$ cat src/rtl/arec_defs.vh
// Constants for the response expiry gate
`ifndef AREC_DEFS_VH
`define AREC_DEFS_VH
`define AREC_SEC_W          3
`define AREC_CYC_W          13
`define AREC_DIFF_W         14
`define AREC_CYC_MOD        13'h1f40
`define AREC_STAMP_CYC_LSB  0
`define AREC_STAMP_SEC_LSB  13
`define AREC_EVT_TIMEOUT    5'h0a
`define AREC_EVT_ACK_OK     5'h11
`define AREC_ACTIVE_BIT     10
`define AREC_RUN_BIT        15
`define AREC_PTR_RESET      32'h00000000
`define AREC_CTRL_RESET     16'h0000
`define AREC_RESULT_RESET   16'h0000
`define AREC_EVT_LSB        0
`define AREC_EVT_W          5
`endif

$ cat src/rtl/arec_expiry_gate.v
// Expiry gate for asynchronous transmit response packets
`timescale 1ns/1ps
`include "arec_defs.vh"
// Summary of operation
// Software may put an expiry stamp in the first response descriptor.
// Stamp is 3-bit seconds plus 13-bit cycle number modulo 8000.
// Check stamp against cycle timer before each attempt and retry enters FIFO.
// Seconds difference is stamp seconds minus timer seconds, modulo eight.
// Seconds difference top bit set means late; reject packet.
// Top bit clear, lower bits nonzero means far future; send packet.
// Only a zero seconds difference falls through to cycle comparison.
// Cycle difference is signed 14-bit stamp minus timer cycle count.
// Zero or positive cycle difference lets the packet into the FIFO.
// Negative cycle difference rejects packet with timeout event code. A tx_complete in the same cycle overwrites it with tx_event.
// Passed packet is not rechecked while it waits or loads partly.
// Software should subtract worst-case FIFO delay from the stamp.
// Context has exactly a program pointer and a control/status register.
// Pointer gives program start; control register holds control and status.
// Completion or rejection writes low 16 control bits to result word.
// Timer seconds and cycle count are sampled in the same clock.
module arec_expiry_gate (
  input  wire        clk,              // 100 MHz clock
  input  wire        reset,            // Synchronous, active high
  input  wire        ptr_load,         // Load program pointer pulse
  input  wire [31:0] ptr_data,         // New program pointer value
  input  wire        ctrl_set,         // Set control bits pulse
  input  wire        ctrl_clear,       // Clear control bits pulse
  input  wire [15:0] ctrl_data,        // Mask for set or clear
  input  wire        check_req,        // Packet ready to enter FIFO, level
  input  wire [15:0] expiry_stamp,     // Seconds and cycle number of stamp
  input  wire        stamp_enable,     // Stamp present in descriptor
  input  wire [6:0]  bus_cycle_seconds,// Running timer seconds count
  input  wire [12:0] bus_cycle_count,  // Running timer cycle count
  input  wire        load_done,        // Whole packet now in FIFO, pulse
  input  wire        tx_complete,      // Link reports completion, pulse
  input  wire [4:0]  tx_event,         // Completion event code
  output reg         send_ok,          // Packet may load into FIFO, pulse
  output reg         reject,           // Packet expired, pulse
  output reg         status_wr,        // Result word write strobe, pulse
  output reg  [15:0] transfer_result_word, // Status for last descriptor
  output wire [31:0] program_pointer,  // Program start address
  output wire [15:0] ctrl_status       // Control and status readback
);

  // Gate states: idle looks at each attempt, held means a packet has
  // passed and waits in the FIFO, so its stamp is not looked at again
  localparam GATE_IDLE = 1'b0;
  localparam GATE_HELD = 1'b1;

  reg [31:0] program_pointer_reg;
  reg [31:0] program_pointer_next;
  reg [15:0] ctx_ctrl_status_reg;
  reg [15:0] ctx_ctrl_status_next;
  reg        state_reg;
  reg        state_next;

  // Seconds difference, modulo eight by the width of the result
  function [2:0] arec_sec_diff;
    input [2:0] stamp_sec;
    input [2:0] timer_sec;
    begin
      arec_sec_diff = stamp_sec - timer_sec;
    end
  endfunction

  // Sign bit prepended to both counts, so the top bit is the sign
  function [13:0] arec_cyc_diff;
    input [12:0] stamp_cyc;
    input [12:0] timer_cyc;
    begin
      arec_cyc_diff = {1'b0, stamp_cyc} - {1'b0, timer_cyc};
    end
  endfunction

  // Seconds decide first; the cycle count only breaks a tie
  function arec_is_late;
    input [2:0]  sdiff;
    input [13:0] cdiff;
    begin
      if (sdiff[2]) begin
        arec_is_late = 1'b1;
      end else if (sdiff[1:0] != 2'b00) begin
        arec_is_late = 1'b0;
      end else begin
        arec_is_late = cdiff[13];
      end
    end
  endfunction

  // Event code goes into the low field of the control word
  function [15:0] arec_put_event;
    input [15:0] word;
    input [4:0]  code;
    reg   [15:0] tmp;
    begin
      tmp = word;
      tmp[`AREC_EVT_LSB +: `AREC_EVT_W] = code;
      arec_put_event = tmp;
    end
  endfunction

  wire [2:0]  stamp_seconds_field;
  wire [12:0] stamp_cycle_number;
  wire [2:0]  now_sec;
  wire [2:0]  sec_diff;
  wire [13:0] cyc_diff;
  wire        late;
  wire        attempt;
  wire        expire_now;
  wire        pass_now;
  wire        result_now;

  assign stamp_seconds_field = expiry_stamp[`AREC_STAMP_SEC_LSB +: `AREC_SEC_W];
  assign stamp_cycle_number  = expiry_stamp[`AREC_STAMP_CYC_LSB +: `AREC_CYC_W];

  // Low seconds bits and cycle count come from one sample; a split read
  // across a second rollover would mis-order the pair.
  assign now_sec = bus_cycle_seconds[`AREC_SEC_W-1:0];

  assign sec_diff = arec_sec_diff(stamp_seconds_field, now_sec);
  assign cyc_diff = arec_cyc_diff(stamp_cycle_number, bus_cycle_count);

  // Without a stamp the packet never expires
  assign late = stamp_enable && arec_is_late(sec_diff, cyc_diff);

  // Only an idle gate takes an attempt; a retry comes as a new request
  assign attempt    = check_req && (state_reg == GATE_IDLE);
  assign expire_now = attempt && late;
  assign pass_now   = attempt && !late;
  assign result_now = tx_complete || expire_now;

  always @* begin
    state_next = state_reg;
    case (state_reg)
      GATE_IDLE: begin
        if (pass_now) begin
          state_next = GATE_HELD;
        end
      end
      GATE_HELD: begin
        // No recheck while held, the packet may be only partly loaded
        if (load_done || tx_complete) begin
          state_next = GATE_IDLE;
        end
      end
      default: begin
        state_next = GATE_IDLE;
      end
    endcase
  end

  always @* begin
    program_pointer_next = program_pointer_reg;
    if (ptr_load) begin
      program_pointer_next = ptr_data;
    end
  end

  // Clear applies after set when both arrive together
  always @* begin
    ctx_ctrl_status_next = ctx_ctrl_status_reg;
    if (ctrl_set) begin
      ctx_ctrl_status_next = ctx_ctrl_status_next | ctrl_data;
    end
    if (ctrl_clear) begin
      ctx_ctrl_status_next = ctx_ctrl_status_next & ~ctrl_data;
    end
    if (expire_now) begin
      ctx_ctrl_status_next = arec_put_event(ctx_ctrl_status_next, `AREC_EVT_TIMEOUT);
    end
    if (tx_complete) begin
      ctx_ctrl_status_next = arec_put_event(ctx_ctrl_status_next, tx_event);
    end
    if (ctx_ctrl_status_next[`AREC_RUN_BIT] || (state_next == GATE_HELD)) begin
      ctx_ctrl_status_next[`AREC_ACTIVE_BIT] = 1'b1;
    end
  end

  always @(posedge clk) begin
    if (reset) begin
      state_reg <= GATE_IDLE;
    end else begin
      state_reg <= state_next;
    end
  end

  always @(posedge clk) begin
    if (reset) begin
      program_pointer_reg <= `AREC_PTR_RESET;
      ctx_ctrl_status_reg <= `AREC_CTRL_RESET;
    end else begin
      program_pointer_reg <= program_pointer_next;
      ctx_ctrl_status_reg <= ctx_ctrl_status_next;
    end
  end

  // Decisions are registered so the FIFO side sees clean pulses
  always @(posedge clk) begin
    if (reset) begin
      send_ok   <= 1'b0;
      reject    <= 1'b0;
      status_wr <= 1'b0;
    end else begin
      send_ok   <= pass_now;
      reject    <= expire_now;
      status_wr <= result_now;
    end
  end

  // Result word holds until the next completion or rejection
  always @(posedge clk) begin
    if (reset) begin
      transfer_result_word <= `AREC_RESULT_RESET;
    end else if (result_now) begin
      transfer_result_word <= ctx_ctrl_status_next;
    end
  end

  assign program_pointer = program_pointer_reg;
  assign ctrl_status     = ctx_ctrl_status_reg;

  // Spare readback paths are left for the context's fetch logic; this
  // gate itself only needs the event field, the run bit and the active bit.

endmodule

$ cat config.mk
export PLATFORM = sky130hd
export DESIGN_NAME = arec_expiry_gate
export DESIGN_NICKNAME = d
export VERILOG_FILES = /design/src/rtl/arec_expiry_gate.v
export VERILOG_INCLUDE_DIRS = /design/src /design/src/rtl
export SDC_FILE = /design/constraint.sdc
export NUM_CORES = 1
export LEC_CHECK = 0
export BUFFER_PORTS_ARGS = -buffer_cell sky130_fd_sc_hd__buf_4
export CAP_MARGIN = 25
export CORE_ASPECT_RATIO = 1.2
export CORE_MARGIN = 1
export CORE_UTILIZATION = 47
export DETAILED_ROUTE_END_ITERATION = 10
export HOLD_SLACK_MARGIN = 0.1
export PLACE_DENSITY = 0.86
export SKIP_CTS_REPAIR_TIMING = 1
export SYNTH_ARGS = -nofsm -noshare
export SYNTH_HDL_FRONTEND = slang
export SYNTH_SLANG_ARGS = --single-unit
export TNS_END_PERCENT = 100
$ cat constraint.sdc
create_clock -name clk -period 6.31 [get_ports clk]
set_input_delay 0.9465 -clock clk [delete_from_list [all_inputs] [get_ports clk]]
set_output_delay 0.9465 -clock clk [all_outputs]
set_load 0.03 [all_outputs]
==> summary.md, run 1 <==
| Metric | Value |
|---|---|
| Status | `completed` |
| Worst setup SP type | `primary input` |
| Core Footprint | `0.00578 sq mm` |
| Final GP Congestion | `0.814` |
| Leak Pwr | `2.17 nW` |
| Sink Count | `68` |
| Gr ovfl total | `0` |
| Initial Utilization | `0.500` |
| Worst hold start | `transfer_result_word[4]` |
| Yosys top cell by area | `dfxtp_1` |
| Syn Nets | `412` |
| Layout Utilization | `0.757` |
| Synthesized area | `0.00289 sq mm` |
| Final worst path period need | `2.83 ns` |
| Most common flop cell mapped by yosys | `dfxtp_1` |
| EDFF count, synth | `0` |
| Die ar. | `0.00646 sq mm` |
| PwrDens | `266 mW/mm^2` |
| Clock-pin slew on the worst setup and hold paths | `0.07 ns` |
| M1 wire length | `2770 microns` |
| Synth area leaders | `dfxtp_1 (47%), mux2i_1 (11%), a21oi_1 (6.6%)` |
| Setup TNS | `0 ns` |
| RSZ-0062 raised after global routing | `no` |
| Drt drc | `0` |
| Final HPWL DP | `5570 microns` |
| Final hold vios | `0` |
| Worst hold path type | `reg -> reg` |
| Clock Tree Buf Depth | `2` |
| All-Layer GR Usage | `0.230` |
| Seq cells post-synth | `68` |
| CTS buffer count | `9` |
| Register area share after synthesis | `0.471` |
| WL/cell | `13.8 microns` |
| Most common cell in the netlist | `dfxtp_1` |
| Max Fanout on Critical Path | `19` |
| Post-synth ARST share | `0` |
| R2r startpoint | `state_reg` |
| # Max-Cap Violations | `0` |
| Via density | `4.94` |
| Worst Path Arrival | `3.06 ns` |
| Synth unique cells | `31` |
| Clk_lat worst skew | `0.34 ns` |
| Initial DRC count | `104` |
| Slew Limit Fails | `0` |
| Vias in the first global route | `2566` |
| Post-Syn Area per Cell | `9.63 sq um` |
| Layout Nets | `566` |
| Post-Place Worst Slack | `3.11 ns` |
| Antenna violations before repair | `0` |
| Max Freq | `353 MHz` |
| VDD IR-drop max | `0.239 mV` |
| CTS tree | `done` |
| Worst Max-Slew Pin Slew | `0.971 ns` |
| Area delta synth->final | `51.5%` |
| Critical path origin | `expiry_stamp[1]` |
| Htree depth | `3` |
| Vias post-DR | `2663` |
| First-pass GRT wire length | `11300 microns` |
| Final setup viols | `0` |
| Fin crit share | `0.449` |
| Die Wd | `73.6 microns` |
| Met2 WL | `3980 microns` |
| Final Skew | `0.00565 ns` |
| Die Ht | `87.9 microns` |
| Maximum number of pins on one net before global-route repair | `67` |
| Most instantiated cells after synthesis | `dfxtp_1 (68), nor2_1 (40), a21oi_1 (38), mux2i_1 (32), inv_1 (17)` |
| Root Driver | `clkbuf_8` |
| Worst setup margin | `3.48 ns` |
| # diodes | `0` |
| Setup Crit Path Kind | `in -> reg` |
| Crit path capture type | `flip-flop` |
| Routed WL | `7460 microns` |
| Yosys synthesis warning count | `0` |
| DR top layer | `met4` |
| Row cnt | `30` |
| Syn Inst Count | `300` |
| Top cell type's share of synthesized area | `0.471` |
| Share of cells above drive strength 1 | `0.416` |
| Router iterations before antenna repair | `4` |
| Max reg flops | `32` |
| Worst slew margin | `0.353` |
| # IOs | `165` |
| Required time of the critical path | `6.54 ns` |
| # port buffers | `160` |
| Final Power | `1.17 mW` |
| Final ANT Viol Nets | `0` |
| Met3 WL post-DR | `596 microns` |
-- layout make-up --
type | instances | area [sq um]
inverter | 17 | 63.8
fill | 434 | 1410
clock inverter | 5 | 106
clock buffer | 11 | 151
tap | 80 | 100
sequential | 68 | 1360
timing repair buffer | 160 | 1200
multi-input combinational | 198 | 1390
-- layout by cell type, fill, tap and decap left out, drive strengths merged, types with 4 or more instances in the layout --
master / instances
mux2i: 32
a211oi: 11
o31a: 4
mux2: 10
inv: 18
buf: 160
dfxtp: 68
nor2b: 13
a21oi: 38
nor2: 40
nand2: 15
clkbuf: 11
ha: 14
-- critical path, stage by stage --
cell and delay (ns):
buf_4 0.11, ha_1 0.27, o21ai_0 0.08, o21ai_0 0.24, a31oi_1 0.18, a221oi_4 0.82
mux2_2 0.41
-- where the power goes --
part | switching (mW) | internal [mW] | total [mW]
Sequential | 0.0140 | 0.457 | 0.471
Combinational | 0.133 | 0.111 | 0.244
Clock | 0.165 | 0.285 | 0.450
-- final timing paths --
kind / endpoint / slack, ns / cells after the start
min: transfer_result_word[4] / 0.45 / 2
max: transfer_result_word[9] / 3.48 / 7
max reg2reg: transfer_result_word[9] / 4.26 / 4
min reg2reg: transfer_result_word[4] / 0.45 / 2
-- cell families after synthesis --
group / after synthesis / share of synthesized area
compound gates: 59 / 0.128
xor+xnor: 2 / 0.00607
fa+ha+maj: 14 / 0.0607
buf+inv: 34 / 0.0468
flops: 68 / 0.471
mux: 42 / 0.150
simple gates: 81 / 0.137
-- per-layer routing --
metal / up-vias / global-route usage
met1: 1220 / 0.234
met2: 92 / 0.419
met4: 0 / 0.0979
li1: 1339 / -
met5: - / 0
met3: 12 / 0.0817
-- per-stage QoR --
stage	area (sq um)	hold slack (ns)	instances
after floorplan	2890	0.552	300
after global placement	4120	0.444	523
after detailed placement	4120	0.449	523
after CTS	4380	0.459	539
after global routing	4380	0.504	539
final	4380	0.455	539
(Power assumes the default switching activity.)
==> inputs of run 2 (changes only) <==
ABC_AREA = 1   (was unset)
CORE_UTILIZATION = 40   (was 47)
PLACE_DENSITY = 0.77   (was 0.86)
clock period = 2.39 ns   (was 6.31 ns; I/O delays follow)
==> run 2 against run 1 <==
Sequential power rose to 2.7 times the previous value; total power rose by 140%; global-route usage fell by 1.8 points; cell count rose by 19%; via count rose by 15%; critical path type unchanged; synthesized cell count rose by 33%.
==> summary.md, run 2 <==
| Metric | Value |
|---|---|
| Leak Pwr | `2.36 nW (+8.6%)` |
| Max Fanout on Critical Path | `19 (unchanged)` |
| Worst slew margin | `0.359 (+0.00606)` |
| Required time of the critical path | `2.62 ns (-3.92 ns)` |
| Max reg flops | `32 (unchanged)` |
| Worst hold slack | `0.250 ns (-0.205 ns)` |
| Sink Count | `68 (unchanged)` |
| EDFF count, synth | `0 (unchanged)` |
| R2r startpoint | `ctrl_status[15]` |
| Most frequent cells in the layout | `buf_4 (162), nor2_1 (108), dfxtp_1 (68), nand2_1 (54), inv_1 (41)` |
| Synth area leaders | `dfxtp_1 (46%), nor2_1 (14%), nand2_1 (6.9%)` |
| Worst setup SP type | `primary input` |
| Final hold vios | `0 (unchanged)` |
| Final Skew | `0.00671 ns (+0.00106 ns)` |
| Final setup viols | `0 (unchanged)` |
| Clock Tree Buf Depth | `2 (unchanged)` |
| Syn Nets | `510 (+24%)` |
| Setup TNS | `0 ns (unchanged)` |
| # diodes | `0 (unchanged)` |
| CTS tree | `done` |
| Die Ht | `95.9 microns (+9.1%)` |
| Post-synth ARST share | `0 (unchanged)` |
| Share of cells above drive strength 1 | `0.329 (-0.0876)` |
| Setup Crit Path Kind | `in -> reg` |
| PwrDens | `650 mW/mm^2 (+140%)` |
| Gr ovfl total | `0 (unchanged)` |
| Worst Max-Slew Pin Slew | `0.961 ns (-0.0101 ns)` |
| Root Driver | `clkbuf_8` |
| Fin crit share | `0.689` |
| Initial Utilization | `0.421 (-0.0784)` |
| Fin cells | `644 (+19%)` |
| M2 GR Usage | `0.405 (-0.0141)` |
| Post-placement cell count | `630 (+20%)` |
| Yosys synthesis warning count | `0 (unchanged)` |
| Final worst path period need | `1.65 ns` |
| # port buffers | `160 (unchanged)` |
| Max Freq | `608 MHz` |
| # Max-Cap Violations | `0 (unchanged)` |
| Initial DRC count | `83 (-20%)` |
| CTS buffer count | `9 (unchanged)` |
| Most common cell after layout, fill and taps aside | `buf_4` |
| Met3 Use GR | `0.0635 (-0.0182)` |
| Yosys top cell by area | `dfxtp_1` |
| Core Footprint | `0.00698 sq mm (+21%)` |
| First-pass GRT wire length | `12500 microns (+11%)` |
| GRT met1 Usage | `0.210 (-0.0241)` |
| Critical path origin | `expiry_stamp[12]` |
| Status | `completed` |
| Clock-pin slew on the worst setup and hold paths | `0.07 ns (about the same)` |
| Routed WL | `7960 microns (+6.8%)` |
| Crit path capture type | `flip-flop` |
| Seq cells post-synth | `68 (unchanged)` |
| GR peak layer | `met2` |
| Vias in the first global route | `2941 (+15%)` |
| Router iterations before antenna repair | `4 (unchanged)` |
| Worst hold path type | `in -> reg` |
| Register area share after synthesis | `0.463 (-0.00823)` |
| Final ANT Viol Nets | `0 (unchanged)` |
| Final GP Congestion | `0.844 (+3.6%)` |
| Most common cell in the netlist | `nor2_1` |
| Most instantiated cells after synthesis | `nor2_1 (108), dfxtp_1 (68), nand2_1 (54), inv_1 (41), o21ai_0 (35)` |
| WL/cell | `12.4 microns (-11%)` |
| Most common flop cell mapped by yosys | `dfxtp_1` |
| Area delta synth->final | `48.4%` |
| RSZ-0062 raised after global routing | `no` |
| Worst hold start | `ptr_data[14]` |
| Slew Limit Fails | `0 (unchanged)` |
| Placed Area | `0.00418 sq mm (+1.6%)` |
| Synthesized area | `0.00294 sq mm (+1.8%)` |
| Row cnt | `33 (+10%)` |
| # IOs | `165 (unchanged)` |
| Post-Syn Area per Cell | `7.38 sq um (-23%)` |
| Via density | `4.75 (-3.9%)` |
| Fin area | `0.00436 sq mm (-0.29%)` |
| Vias post-DR | `3058 (+15%)` |
| Htree depth | `3 (unchanged)` |
| Die ar. | `0.00770 sq mm (+19%)` |
| Top cell type's share of synthesized area | `0.463 (-0.00823)` |
| Worst Path Arrival | `1.87 ns (-1.19 ns)` |
| Final HPWL DP | `5990 microns (+7.4%)` |
| All-Layer GR Usage | `0.211 (-0.0184)` |
| Synth unique cells | `23 (-26%)` |
| Layout Nets | `666 (+18%)` |
| Die Wd | `80.3 microns (+9.1%)` |
| Antenna violations before repair | `0 (unchanged)` |
| Maximum number of pins on one net before global-route repair | `34 (-49%)` |
| Clk_lat worst skew | `0.33 ns (about the same)` |
| VDD IR-drop max | `0.414 mV (+73%)` |
| Drt drc | `0 (unchanged)` |
| Syn Inst Count | `398 (+33%)` |
## run 2: area by class of cell
cell class                      count  area, sq um
Inverter                           42          158
Tap cell                           87          109
Clock inverter                      5         55.1
Fill cell                         637         2620
Sequential cell                    68         1360
Multi-Input combinational cell    271         1340
Clock buffer                        9          124
Timing Repair Buffer              162         1220
## run 2: through the flow
step           power, mW  worst slack, ns  utilization
2_1_floorplan       1.67            0.706            -
5_1_grt             2.98            0.597        0.625
3_5_place_dp        1.98            0.386        0.600
3_3_place_gp        1.96            0.410        0.600
4_1_cts             2.86            0.743        0.625
6_report            2.83            0.744        0.625
## run 2: worst paths after layout
path / endpoint / slack (ns) / cells past startpoint
setup / recovery: transfer_result_word[10] / 0.74 / 14
hold / removal: program_pointer[14] / 0.25 / 3
setup reg to reg: transfer_result_word[10] / 1.17 / 7
hold reg to reg: transfer_result_word[3] / 0.48 / 2
## run 2: report_power, final
part	internal [mW]	total [mW]	leakage (nW)	switching, mW
Clock	0.466	0.884	0.0870	0.417
Combinational	0.297	0.693	1.71	0.396
Sequential	1.22	1.26	0.564	0.0412
## run 2: kinds of logic after synthesis
group / share of synthesized area
AO/OA/AOI/OAI: 0.146
XOR/XNOR: 0.00596
adder cells (fa/ha/maj): 0.0596
buffers and inverters: 0.0809
flip-flops: 0.463
AND/OR/NAND/NOR: 0.244
## run 2: per-layer routing
metal | routed length [microns] | part of all wire
met4 | 124 | 0.016
met3 | 570 | 0.072
met1 | 3200 | 0.40
met5 | 0 | 0
met2 | 4060 | 0.51
## run 2: critical path: stages
cell and delay, ns:
buf_4 0.11, ha_1 0.30, nand2_1 0.11, inv_1 0.05, nand2_1 0.05, nand2_1 0.06
a21oi_1 0.11, nand2_1 0.07, nand2_2 0.07, nand3_2 0.09, nand2_4 0.21, inv_2 0.10
nor2_1 0.13, nor2_1 0.05
==> inputs of run 3 (changes only) <==
CORE_UTILIZATION = 44   (was 40)
PLACE_DENSITY = 0.81   (was 0.77)
clock period = 1.62 ns   (was 2.39 ns; I/O delays follow)
==> run 3 against run 2 <==
Hold slack worse by 0.12 ns; non-clock buffer count increased by 9; count of clock-buffer cells in the layout grew 1; global-route usage up 1.9 points; combinational power grew 53%; routed wire length decreased by 3.1%; sequential share of layout area decreased by 0.75 points; cell count grew 1.4%; clock power up 53%; flip-flop and latch count unchanged; sequential power up 47%; via count up 1.3%; critical path type unchanged; largest power group unchanged.
==> summary.md, run 3 (synthesis gave the netlist of run 2 again) <==
| Metric | Value |
|---|---|
| Setup Crit Path Kind | `in -> reg` |
| Final setup viols | `0 (unchanged)` |
| Slew Limit Fails | `0 (unchanged)` |
| Worst Max-Slew Pin Slew | `0.419 ns (-0.542 ns)` |
| Max Fanout on Critical Path | `16 (-3)` |
| # diodes | `0 (unchanged)` |
| Crit path capture type | `flip-flop` |
| PwrDens | `953 mW/mm^2 (+47%)` |
| Initial DRC count | `108 (+30%)` |
| Leak Pwr | `2.42 nW (+2.5%)` |
| Final ANT Viol Nets | `0 (unchanged)` |
| Htree depth | `3 (unchanged)` |
| Worst hold path type | `in -> reg` |
| Fin cells | `653 (+1.4%)` |
| Area delta synth->final | `52.1%` |
| Post-Place Worst Slack | `-0.173 ns (-0.559 ns)` |
| Most frequent cells in the layout | `buf_4 (169), nor2_1 (108), dfxtp_1 (68), nand2_1 (54), inv_1 (41)` |
| CP max stage delay | `0.28 ns (-0.02 ns)` |
| Required time of the critical path | `1.89 ns (-0.73 ns)` |
| Vias post-DR | `3098 (+1.3%)` |
| # Max-Cap Violations | `0 (unchanged)` |
| Root Driver | `clkbuf_8` |
| Vias in the first global route | `3071 (+4.4%)` |
| Share of cells above drive strength 1 | `0.342 (+0.0130)` |
| Die Ht | `91.5 microns (-4.6%)` |
| Final HPWL DP | `5890 microns (-1.7%)` |
| Worst hold slack | `0.127 ns (-0.123 ns)` |
| Router iterations before antenna repair | `4 (unchanged)` |
| Clock Tree Buf Depth | `2 (unchanged)` |
| Drt drc | `0 (unchanged)` |
| Worst path cell trace | `buf_4 -> ha_1 -> nand2_1 -> nor2_2 -> nand2_1 -> nor2_1 -> nand2_1 -> nand2_1 -> nand2_2 -> nand3_2 -> nand2_4 -> buf_12 -> nand2_1 -> nand2_1 -> nor2_1` |
| Layout Nets | `675 (+1.4%)` |
| Die Wd | `76.6 microns (-4.5%)` |
| Gr ovfl total | `0 (unchanged)` |
| First-pass GRT wire length | `12900 microns (+3.5%)` |
| CP delay by family, top | `simple AND/OR/NAND/NOR gates` |
| Final worst path period need | `1.46 ns` |
| CTS buffer count | `9 (unchanged)` |
| Fin crit share | `0.899` |
| Initial Utilization | `0.456 (+0.0347)` |
| CTS tree | `done` |
| Final hold vios | `0 (unchanged)` |
| Sink Count | `68 (unchanged)` |
| Clock-pin slew on the worst setup and hold paths | `0.08 ns (about the same)` |
| Max Freq | `687 MHz` |
| Core Footprint | `0.00645 sq mm (-7.6%)` |
| WL/cell | `11.8 microns (-4.4%)` |
| CP bufs+invs | `2 (-1)` |
| Filler cells | `563 (-12%)` |
| Final GP Congestion | `0.783 (-7.2%)` |
| Worst setup SP type | `primary input` |
| Max reg flops | `32 (unchanged)` |
| Most frequent CP cell | `nand2_1` |
| Clk_lat worst skew | `0.33 ns (about the same)` |
| Final Power | `4.26 mW (+50%)` |
| VDD IR-drop max | `0.654 mV (+58%)` |
| Status | `completed` |
| Routed WL | `7720 microns (-3.1%)` |
| Post-placement cell count | `637 (+1.1%)` |
| Row cnt | `32 (-3.0%)` |
| Maximum number of pins on one net before global-route repair | `33 (-2.9%)` |
| Antenna violations before repair | `0 (unchanged)` |
| Die ar. | `0.00701 sq mm (-8.9%)` |
| RSZ-0062 raised after global routing | `no` |
| Via density | `4.74 (about the same)` |
| Worst setup margin | `0.164 ns (-0.580 ns)` |
| Final Skew | `0.00585 ns (-0.000863 ns)` |
| All-Layer GR Usage | `0.230 (+0.0190)` |
| # port buffers | `160 (unchanged)` |
| Worst slew margin | `0.721 (+0.362)` |
| Most common cell after layout, fill and taps aside | `buf_4` |
| Slowest CP cell | `ha_1` |
| Worst Path Arrival | `1.73 ns (-0.14 ns)` |
| # IOs | `165 (unchanged)` |
==> run 3: cell count changes in the layout (fill, tap and decap cells not counted), sizes merged <==
cell | previous run | this run
inv | 42 | 43
clkbuf | 9 | 10
buf | 162 | 171
==> run 3: worst reg2reg max path: stages, from the launching register on <==
cell and delay, ns:
dfxtp_1 0.31, o21bai_1 0.14, o21ai_0 0.12, o21ai_0 0.14
inv_1 0.09, nand3_2 0.09, nor2_1 0.12, nor2_1 0.05
==> run 3: final timing paths <==
kind | startpoint | endpoint | slack (ns) | cells after the start
setup / recovery | expiry_stamp[12] | transfer_result_word[8] | 0.16 | 15
hold / removal | ptr_data[16] | program_pointer[16] | 0.13 | 3
setup reg to reg | ctrl_status[15] | transfer_result_word[10] | 0.46 | 7
hold reg to reg | transfer_result_word[3] | transfer_result_word[3] | 0.48 | 2
==> run 3: layout make-up <==
type                            count  area (sq um)  share of cell area
Multi-Input combinational cell    271          1350               0.301
Clock inverter                      6          63.8              0.0143
Clock buffer                       10           128              0.0285
Timing Repair Buffer              171          1310               0.293
Inverter                           42           158              0.0353
Tap cell                           85           106              0.0238
Sequential cell                    68          1360               0.305
==> run 3: metal layers <==
metal / part of all wire / vias to the layer above / routed length, microns / track usage
li1: - / 1584 / - / -
met1: 0.40 / 1366 / 3050 / 0.238
met2: 0.50 / 128 / 3860 / 0.422
met3: 0.079 / 20 / 606 / 0.0663
met4: 0.026 / 0 / 199 / 0.111
met5: 0 / - / 0 / 0
==> run 3: power by group <==
group	total, mW	internal [mW]	switching, mW
Combinational	1.06	0.473	0.587
Clock	1.35	0.711	0.637
Sequential	1.85	1.79	0.0607
==> run 3: metrics by stage <==
| stage | TNS (ns) | util | instance area, sq um |
|---|---|---|---|
| finish | 0 | 0.694 | 4470 |
| global route | 0 | 0.694 | 4470 |
| CTS | 0 | 0.693 | 4470 |
| detailed placement | -3.03 | 0.663 | 4270 |
| global placement | -2.60 | 0.663 | 4270 |
| floorplan | 0 | - | 2940 |
